==> src/hdl/sbd_pkg.sv <==
// constants, types and behaviour summary for the skip and branch decode unit
// Behaviour
// - skip on set I/O bit advances pc by 2 or 3, 1 to 3 cycles
// - status-bit-set branch loads pc plus offset plus one when bit is one
// - status-bit-clear branch loads pc plus offset plus one when bit is zero
// - equal branch taken only when zero flag is one
// - not-equal branch taken only when zero flag is zero
// - carry-set branch taken when carry is one, falls through otherwise
// - carry-clear branch taken only when carry is zero
// - same-or-higher branch taken when carry is zero, as carry-clear
// - lower branch taken when carry is one, as carry-set
// - minus branch taken only when negative flag is one
// - plus branch taken only when negative flag is zero
// - signed greater-or-equal taken when negative xor overflow is zero
// - signed less-than taken when negative xor overflow is one
// - half-carry-set branch taken only when half carry is one
// - half-carry-clear branch taken only when half carry is zero
// - copy-bit-set branch taken only when copy storage flag is one
// - copy-bit-clear taken when flag zero; flags untouched; 1 or 2 cycles
package sbd_pkg;

  typedef enum logic [4:0] {
    OP_NONE,
    OP_SKIP_IO_BIT_SET,
    OP_BRANCH_STATUS_BIT_SET,
    OP_BRANCH_STATUS_BIT_CLEAR,
    OP_BRANCH_EQUAL,
    OP_BRANCH_NOT_EQUAL,
    OP_BRANCH_CARRY_SET,
    OP_BRANCH_CARRY_CLEAR,
    OP_BRANCH_SAME_OR_HIGHER,
    OP_BRANCH_LOWER,
    OP_BRANCH_MINUS,
    OP_BRANCH_PLUS,
    OP_BRANCH_SIGNED_GE,
    OP_BRANCH_SIGNED_LT,
    OP_BRANCH_HALF_CARRY_SET,
    OP_BRANCH_HALF_CARRY_CLEAR,
    OP_BRANCH_COPY_BIT_SET,
    OP_BRANCH_COPY_BIT_CLEAR
  } sbd_op_e;

  // status register bit positions
  localparam logic [2:0] FLAG_CARRY      = 3'h0;
  localparam logic [2:0] FLAG_ZERO       = 3'h1;
  localparam logic [2:0] FLAG_NEGATIVE   = 3'h2;
  localparam logic [2:0] FLAG_OVERFLOW   = 3'h3;
  localparam logic [2:0] FLAG_HALF_CARRY = 3'h5;
  localparam logic [2:0] FLAG_COPY_BIT   = 3'h6;

  localparam int unsigned STATUS_W = 8;
  localparam int unsigned IO_W     = 8;
  localparam int unsigned BITSEL_W = 3;
  localparam int unsigned PC_W_DEF = 16;
  localparam int unsigned OFS_W_DEF = 7;

  // cycle counts
  localparam logic [1:0] CYC_ONE   = 2'h1;
  localparam logic [1:0] CYC_TWO   = 2'h2;
  localparam logic [1:0] CYC_THREE = 2'h3;

  // program counter steps in words
  localparam int unsigned STEP_SEQ   = 1;
  localparam int unsigned STEP_SKIP1 = 2;
  localparam int unsigned STEP_SKIP2 = 3;

endpackage

==> src/hdl/sbd_cond_eval.sv <==
// condition evaluation for skip and branch operations
`timescale 1ns/1ps
`default_nettype none
module sbd_cond_eval (
  input  wire sbd_pkg::sbd_op_e                   opCode,
  input  wire logic [sbd_pkg::BITSEL_W-1:0]       bitSel,
  input  wire logic [sbd_pkg::STATUS_W-1:0]       statusReg,
  input  wire logic [sbd_pkg::IO_W-1:0]           ioData,
  output logic                                    condMet,
  output logic                                    isSkip,
  output logic                                    isBranch
);
  import sbd_pkg::*;

  logic nXorV;

  assign nXorV = statusReg[FLAG_NEGATIVE] ^ statusReg[FLAG_OVERFLOW];

  always_comb begin
    condMet  = 1'b0;
    isSkip   = 1'b0;
    isBranch = 1'b1;
    case (opCode)
      OP_SKIP_IO_BIT_SET: begin
        isSkip   = 1'b1;
        isBranch = 1'b0;
        condMet  = ioData[bitSel];
      end
      OP_BRANCH_STATUS_BIT_SET:   condMet = statusReg[bitSel];
      OP_BRANCH_STATUS_BIT_CLEAR: condMet = ~statusReg[bitSel];
      OP_BRANCH_EQUAL:            condMet = statusReg[FLAG_ZERO];
      OP_BRANCH_NOT_EQUAL:        condMet = ~statusReg[FLAG_ZERO];
      OP_BRANCH_CARRY_SET:        condMet = statusReg[FLAG_CARRY];
      OP_BRANCH_CARRY_CLEAR:      condMet = ~statusReg[FLAG_CARRY];
      OP_BRANCH_SAME_OR_HIGHER:   condMet = ~statusReg[FLAG_CARRY];
      OP_BRANCH_LOWER:            condMet = statusReg[FLAG_CARRY];
      OP_BRANCH_MINUS:            condMet = statusReg[FLAG_NEGATIVE];
      OP_BRANCH_PLUS:             condMet = ~statusReg[FLAG_NEGATIVE];
      OP_BRANCH_SIGNED_GE:        condMet = ~nXorV;
      OP_BRANCH_SIGNED_LT:        condMet = nXorV;
      OP_BRANCH_HALF_CARRY_SET:   condMet = statusReg[FLAG_HALF_CARRY];
      OP_BRANCH_HALF_CARRY_CLEAR: condMet = ~statusReg[FLAG_HALF_CARRY];
      OP_BRANCH_COPY_BIT_SET:     condMet = statusReg[FLAG_COPY_BIT];
      OP_BRANCH_COPY_BIT_CLEAR:   condMet = ~statusReg[FLAG_COPY_BIT];
      default: begin
        isBranch = 1'b0;
        condMet  = 1'b0;
      end
    endcase
  end

endmodule
`default_nettype wire

==> src/hdl/sbd_skip_branch_decode.sv <==
// skip and conditional branch sequencer with program counter update
`timescale 1ns/1ps
`default_nettype none
module sbd_skip_branch_decode #(
  parameter int unsigned PC_W  = sbd_pkg::PC_W_DEF,
  parameter int unsigned OFS_W = sbd_pkg::OFS_W_DEF
) (
  input  wire logic                              clock,
  input  wire logic                              rst_n,
  input  wire logic                              start,
  input  wire sbd_pkg::sbd_op_e                  opCode,
  input  wire logic [sbd_pkg::BITSEL_W-1:0]      bitSel,
  input  wire logic [OFS_W-1:0]                  offset,
  input  wire logic [PC_W-1:0]                   pcIn,
  input  wire logic [sbd_pkg::STATUS_W-1:0]      statusReg,
  input  wire logic [sbd_pkg::IO_W-1:0]          ioData,
  input  wire logic                              nextIsTwoWord,
  output logic                                   busy,
  output logic                                   done,
  output logic                                   pcLoad,
  output logic [PC_W-1:0]                        pcOut,
  output logic                                   taken,
  output logic [1:0]                             cyclesUsed,
  output logic                                   discardFetch,
  output logic                                   refused,
  output logic                                   illegalOp,
  output logic [sbd_pkg::STATUS_W-1:0]           statusOut
);
  import sbd_pkg::*;

  typedef enum logic {
    ST_IDLE,
    ST_RUN
  } sbd_state_e;

  sbd_state_e             state_q;
  sbd_state_e             state_d;

  logic                   condMet;
  logic                   isSkip;
  logic                   isBranch;
  logic                   accept;

  logic [PC_W-1:0]        ofsExt;
  logic [PC_W-1:0]        pcSeq;
  logic [PC_W-1:0]        pcBranch;
  logic [PC_W-1:0]        pcSkip;
  logic [PC_W-1:0]        target_d;
  logic [1:0]             total_d;
  logic                   taken_d;

  logic [1:0]             remain_q;
  logic [PC_W-1:0]        target_q;
  logic [1:0]             total_q;
  logic                   takenHeld_q;
  logic                   finish;

  logic                   busy_q;
  logic                   done_q;
  logic                   pcLoad_q;
  logic [PC_W-1:0]        pcOut_q;
  logic                   taken_q;
  logic [1:0]             cyclesUsed_q;
  logic                   discard_q;
  logic                   refused_q;
  logic                   illegal_q;
  logic [STATUS_W-1:0]    status_q;

  sbd_cond_eval sbd_cond_eval_inst (
    .opCode    (opCode),
    .bitSel    (bitSel),
    .statusReg (statusReg),
    .ioData    (ioData),
    .condMet   (condMet),
    .isSkip    (isSkip),
    .isBranch  (isBranch)
  );

  assign accept = start && (state_q == ST_IDLE);

  assign ofsExt = {{(PC_W-OFS_W){offset[OFS_W-1]}}, offset};

  assign pcSeq = pcIn + PC_W'(STEP_SEQ);

  assign pcBranch = pcSeq + ofsExt;

  // step over one or two words
  assign pcSkip = nextIsTwoWord ? pcIn + PC_W'(STEP_SKIP2)
                                : pcIn + PC_W'(STEP_SKIP1);

  // target, cycle count and outcome of the accepted operation
  always_comb begin
    target_d = pcSeq;
    total_d  = CYC_ONE;
    taken_d  = 1'b0;
    if (isSkip && condMet) begin
      target_d = pcSkip;
      total_d  = nextIsTwoWord ? CYC_THREE : CYC_TWO;
      taken_d  = 1'b1;
    end else if (isBranch && condMet) begin
      target_d = pcBranch;
      total_d  = CYC_TWO;
      taken_d  = 1'b1;
    end
  end

  assign finish = (state_q == ST_RUN) && (remain_q == CYC_ONE);

  always_comb begin
    state_d = state_q;
    case (state_q)
      ST_IDLE: begin
        if (accept && (total_d != CYC_ONE)) begin
          state_d = ST_RUN;
        end
      end
      ST_RUN: begin
        if (finish) begin
          state_d = ST_IDLE;
        end
      end
      default: state_d = ST_IDLE;
    endcase
  end

  always_ff @(posedge clock or negedge rst_n) begin
    if (!rst_n) begin
      state_q <= ST_IDLE;
    end else begin
      state_q <= state_d;
    end
  end

  // remaining cycles of a multi-cycle operation
  always_ff @(posedge clock or negedge rst_n) begin
    if (!rst_n) begin
      remain_q <= 2'h0;
    end else if (accept) begin
      remain_q <= total_d - CYC_ONE;
    end else if (state_q == ST_RUN) begin
      remain_q <= remain_q - CYC_ONE;
    end
  end

  // captured result of the accepted operation
  always_ff @(posedge clock or negedge rst_n) begin
    if (!rst_n) begin
      target_q    <= '0;
      total_q     <= 2'h0;
      takenHeld_q <= 1'b0;
    end else if (accept) begin
      target_q    <= target_d;
      total_q     <= total_d;
      takenHeld_q <= taken_d;
    end
  end

  always_ff @(posedge clock or negedge rst_n) begin
    if (!rst_n) begin
      busy_q <= 1'b0;
    end else begin
      busy_q <= (state_d == ST_RUN);
    end
  end

  // completion after one, two or three cycles
  always_ff @(posedge clock or negedge rst_n) begin
    if (!rst_n) begin
      done_q <= 1'b0;
    end else begin
      done_q <= (accept && (total_d == CYC_ONE)) || finish;
    end
  end

  always_ff @(posedge clock or negedge rst_n) begin
    if (!rst_n) begin
      pcLoad_q <= 1'b0;
      pcOut_q  <= '0;
    end else if (accept && (total_d == CYC_ONE)) begin
      pcLoad_q <= 1'b1;
      pcOut_q  <= target_d;
    end else if (finish) begin
      pcLoad_q <= 1'b1;
      pcOut_q  <= target_q;
    end else begin
      pcLoad_q <= 1'b0;
    end
  end

  always_ff @(posedge clock or negedge rst_n) begin
    if (!rst_n) begin
      taken_q      <= 1'b0;
      cyclesUsed_q <= 2'h0;
    end else if (accept && (total_d == CYC_ONE)) begin
      taken_q      <= taken_d;
      cyclesUsed_q <= total_d;
    end else if (finish) begin
      taken_q      <= takenHeld_q;
      cyclesUsed_q <= total_q;
    end
  end

  // fetched words dropped while a taken skip or branch runs
  always_ff @(posedge clock or negedge rst_n) begin
    if (!rst_n) begin
      discard_q <= 1'b0;
    end else begin
      discard_q <= (state_d == ST_RUN);
    end
  end

  // start while busy is ignored
  always_ff @(posedge clock or negedge rst_n) begin
    if (!rst_n) begin
      refused_q <= 1'b0;
    end else begin
      refused_q <= start && (state_q != ST_IDLE);
    end
  end

  // unknown opcode falls through in one cycle
  always_ff @(posedge clock or negedge rst_n) begin
    if (!rst_n) begin
      illegal_q <= 1'b0;
    end else begin
      illegal_q <= accept && !isSkip && !isBranch;
    end
  end

  always_ff @(posedge clock or negedge rst_n) begin
    if (!rst_n) begin
      status_q <= '0;
    end else if (accept) begin
      status_q <= statusReg;
    end
  end

  assign busy         = busy_q;
  assign done         = done_q;
  assign pcLoad       = pcLoad_q;
  assign pcOut        = pcOut_q;
  assign taken        = taken_q;
  assign cyclesUsed   = cyclesUsed_q;
  assign discardFetch = discard_q;
  assign refused      = refused_q;
  assign illegalOp    = illegal_q;
  assign statusOut    = status_q;

endmodule
`default_nettype wire

==> config.mk <==
export PLATFORM = sky130hd
export DESIGN_NAME = sbd_skip_branch_decode
export DESIGN_NICKNAME = d
export VERILOG_FILES = /design/src/hdl/sbd_pkg.sv /design/src/hdl/sbd_cond_eval.sv /design/src/hdl/sbd_skip_branch_decode.sv
export SDC_FILE = /design/constraint.sdc
export NUM_CORES = 1
export LEC_CHECK = 0
export ABC_AREA = 1
export BUFFER_PORTS_ARGS = -buffer_cell sky130_fd_sc_hd__buf_2
export CAP_MARGIN = 20
export CORE_UTILIZATION = 55
export CTS_BUF_LIST = sky130_fd_sc_hd__clkbuf_8
export DETAILED_ROUTE_END_ITERATION = 10
export HOLD_SLACK_MARGIN = 0.12
export PLACE_DENSITY_LB_ADDON = 0.2
export SLEW_MARGIN = 25
export SYNTH_ARGS = -nofsm -noshare
export SYNTH_HDL_FRONTEND = slang
export SYNTH_SLANG_ARGS = --single-unit
export TNS_END_PERCENT = 100
==> constraint.sdc <==
create_clock -name clock -period 1.8 [get_ports clock]
set_input_delay 0.45 -clock clock [delete_from_list [all_inputs] [get_ports clock]]
set_output_delay 0.45 -clock clock [all_outputs]
set_load 0.02 [all_outputs]
==> flow_summary.toml, run 1 <==
[yosys]
postSynthAreaPerCell_sq_um = 6.42
netlist_instances = 726
synth.distinct_cells = 37
yosysSeqAreaShare_pct = 26.9
synth-seq-cells = 50
syn_area_sq_um = 4660
ys_warn_count = 0
synth_nets = 803

[placement]
place_area_sq_um = 6500
gp_congestion = 1.03
io_buffers = 83
placed_cells = 1016
dp_hpwl_mm = 11.7

[status]
stop_stage = "global routing (5_1_grt)"
error = "[ERROR GRT-0232] Routing congestion too high. Check the congestion heatmap in the GUI."
run_status = "stopped before the end"

[timing]
worstEndpointGrtRepair = "target_q[14]$_DFFE_PN0P_/D"
worst-ep-kind = "sequential cell input"

[global_routing]
grt_max_degree = 34
track_usage_pct = 96.9
grt-ovfl-total = 755

[floorplan]
die_h_microns = 94.0
initial_utilization_pct = 56.7
core.rowCount = 33
pin_count = 84
die_w_microns = 94.0

[clocking]
numCtsBuffers = 5
htreeDepth = 2
clk_path_buf_depth = 2
cts_sinks = 50
cts_root_buffer = "clkbuf_8"
through the flow:
stage	setup WS [ps]	util (%)	TNS (ps)	hold slack, ps
global placement	-1170	79.1	-29390	422
detailed placement	-1190	79.1	-31440	434
floorplan	-695	-	-13420	154
CTS	-646	90.9	-14240	373
cell families after synthesis:
kind of cell             share of synthesized area (%)
buffers and inverters                             10.8
AO/OA/AOI/OAI                                     8.17
flip-flops                                        26.9
AND/OR/NAND/NOR                                   42.2
XOR/XNOR                                          4.89
adder cells (fa/ha/maj)                           7.14
synth_stat cells, drive strengths merged:
cell type,count,share of area [%]
a21o,1,0.16
a21oi,19,2.0
a31oi,11,1.5
a32o,1,0.21
and2,2,0.27
buf,15,2.1
clkbuf,9,0.73
clkinv,2,0.16
dfrtp,50,27
fa,1,0.43
ha,25,6.7
inv,96,7.7
nand2,241,20
nand3,117,14
nand3b,7,1.1
nand4,3,0.40
nor2,51,4.4
nor3,10,1.4
nor3b,1,0.16
nor4,1,0.13
o211ai,4,0.64
o21a,4,0.64
o21ai,25,2.7
o21bai,1,0.16
o22ai,1,0.13
or2,2,0.27
xnor2,6,1.1
xor2,20,3.8
routing by layer:
layer | global-route usage [%] | GRT overflow
met2 | 134 | 580
met1 | 85.1 | 1
met4 | 116 | 168
met3 | 64.7 | 6
met5 | 14.1 | 0
timing repair:
| action | CTS |
|---|---|
| hold buffers | 1 |
| pin swaps | 74 |
| hold endpoints to repair | 19 |
| gates cloned | 2 |
| setup buffers | 25 |
| gates resized for setup | 148 |
| setup endpoints to repair | 34 |
==> run 2, diff against run 1 <==
--- a/config.mk
+++ b/config.mk
@@ -8,11 +8,9 @@
 export ABC_AREA = 1
 export BUFFER_PORTS_ARGS = -buffer_cell sky130_fd_sc_hd__buf_2
 export CAP_MARGIN = 20
-export CORE_UTILIZATION = 55
-export CTS_BUF_LIST = sky130_fd_sc_hd__clkbuf_8
+export CORE_UTILIZATION = 40
 export DETAILED_ROUTE_END_ITERATION = 10
-export HOLD_SLACK_MARGIN = 0.12
-export PLACE_DENSITY_LB_ADDON = 0.2
+export PLACE_DENSITY_LB_ADDON = 0.15
 export SLEW_MARGIN = 25
 export SYNTH_ARGS = -nofsm -noshare
 export SYNTH_HDL_FRONTEND = slang
==> flow_summary.toml, run 2 <==
[status]
run_status = "finished, violations left"
violations = "setup timing"

[final_layout]
syn2layout_area_growth_pct = 76.3
drive_gt1_share_pct = 53.4
design_area_sq_um = 8210
final_cell_mix = "nand2_1, buf_4, nand3_1, inv_1, buf_2"
fill_cells = 854
antennaDiodeCount = 0
final_common_cell = "nand2_1"
nNetsFinal = 1045
multi_input_area_sq_um = 4170
regArea_sq_um = 1250

[yosys]
synth_nets = 803
yosysSeqAreaShare_pct = 26.9
yosysTopAreaCell = "dfrtp_1"
postSynthAreaPerCell_sq_um = 6.42
yosys-top-cells-count = "nand2_1, nand3_1, inv_1"
synth-seq-cells = 50
synth_top_cell_area_share_pct = 26.9
synthMuxAreaShare_pct = 0
synth.distinct_cells = 37
synth_top_cells_by_area = "dfrtp_1, nand2_1, nand3_1"
synth_fa_ha_area_share_pct = 7.14
yosys.area_share.simple_pct = 42.2
netlist_instances = 726
synth_compound_area_share_pct = 8.17
ys_warn_count = 0
ys_async_sr_fraction_pct = 100
synth-xor-area-share_pct = 4.89
synth_flop_cell = "dfrtp_1"
synth_top_family_by_area = "simple AND/OR/NAND/NOR gates"
synth_edf_count = 0
yosys.cell_count.top_type = "nand2_1"
syn_area_sq_um = 4660

[timing]
slew_viol_final = 0
rsz0062_at_grt = "true"
setup_violations = 35
skew_ps = 6.21
finalHoldViolCount = 0
worstMarginPinSlew_ps = 456
fin_ws_ps = -768
slew_headroom_pct = 69.6
final.min_clock_period_ps = 2570
fmax_mhz = 389
fin_crit_sh_pct = 143

[critical_path]
path_common_cell = "nand2_1"
crit_path_start = "pcIn[11]"
cp-end-kind = "register"
r2r_cells = 6
cpMaxStageDelayCell = "ha_1"
crit_fanout = 3
arrival_ps = 2780
path_depth = 17
timing.rr.start = "discardFetch"
worstPathCellList = "buf_2, nand2_1, nor3_2, buf_4, nand2_2, xor2_2, buf_4, ha_1, a21oi_1, nand2_2, a21oi_4, nand2_1, nand2_1, nand2_1, nand3_2, nand3_4, a31oi_1"
cp_top_family = "simple AND/OR/NAND/NOR gates"
path_buf_inv = 3
cp_slowest_stage_delay_ps = 250
crit_path_start_kind = "input port"
worstPathRequired_ps = 2010
crit_type = "input port to register"

[routing]
top_layer_used = "met4"
dr.pass1.iters = 5
wl_met2_mm = 8.20
post_drt_via_cell_ratio = 5.12
vias = 5693
wirelength_mm = 16.7
drtAntennaViolNets = 0
m1WireLength_mm = 7.42
drc = 0
first_iter_violations = 374
wl_met3_microns = 616
wl_per_cell_microns = 15.0

[clocking]
numCtsBuffers = 5
clock_latency_ps = 290
cts_tree = "done"
clk_path_buf_depth = 2
clk_pin_slew_worst_paths_ps = 70
cts_sinks = 50
cts_hold_buf = 0
cts_root_buffer = "clkbuf_16"
htreeDepth = 2

[placement]
gp_congestion = 0.893
io_buffers = 83
place_area_sq_um = 6630
dp_hpwl_mm = 11.7
post-place-ws_ps = -1280

[power_and_ir_drop]
p_per_area_nw_per_um2 = 849
leakage_uw = 0.00415
ir_drop_mv = 1.12

[floorplan]
die_h_microns = 110
pin_count = 84
core.rowCount = 39
die_w_microns = 110
dieArea_sq_um = 12100
core_area_sq_um = 11400
initial_utilization_pct = 41.0

[global_routing]
antenna_found_initial = 0
grt-ovfl-total = 0
track_usage_pct = 27.0
grt_pass1_wl_mm = 25.4
first_global_vias = 5368
grt_max_degree = 51

[hold_path]
hold_class = "input port to asynchronous set/reset pin"

[job]
drv_cap = 0
[run 2: cell counts after synthesis]
No cell type changed its count.
[run 2: metrics by stage]
stage	hold WS [ps]	power, uW	util (%)	std cells	TNS [ps]
final	135	6970	72.2	1112	-17360
after global routing	160	7470	72.2	1112	-21610
after CTS	147	6670	66.8	1094	-15460
after detailed placement	459	5270	58.3	1065	-31660
after global placement	451	5180	58.3	1065	-30410
after floorplan	154	4060	-	726	-13420
[run 2: final timing paths]
kind                                end  slack [ps]
setup reg to reg            target_q[7]         340
hold / removal                  refused         140
setup / recovery           target_q[14]        -770
max in group asynchronous     pcOut[12]        1430
min in group clock              refused         380
hold reg to reg                pcOut[4]         470
[run 2: layout make-up]
type / instances / share of cell area, %
Multi-Input combinational cell: 554 / 50.8
Timing Repair Buffer: 259 / 24.7
Sequential cell: 50 / 15.2
Inverter: 98 / 5.07
Tap cell: 143 / 2.18
Clock buffer: 6 / 1.57
Clock inverter: 2 / 0.457
[run 2: power breakdown]
group	internal (uW)	total, uW	switching [uW]
logic	1700	4010	2310
clock network	656	1060	400
registers	1640	1910	266
total	4000	6970	2980
[run 2: per-layer routing]
layer  global-route usage [%]  vias to the layer above
li1                         -                     2802
met1                     35.1                     2684
met2                     47.6                      167
met3                     2.19                       40
met4                     7.43                        0
met5                        0                        -
[run 2: cell families after synthesis]
group | after synthesis
buf+inv | 122
fa+ha+maj | 26
simple gates | 435
compound gates | 67
xor+xnor | 26
flops | 50
[run 2: timing repair]
action                                  CTS  global route
endpoints found under the setup margin   36            38
buffers inserted                         23            20
gates cloned                              1             1
gates resized for setup                 153           116
pin swaps                                60            90
No activity file was read; power rests on OpenSTA's default activity.
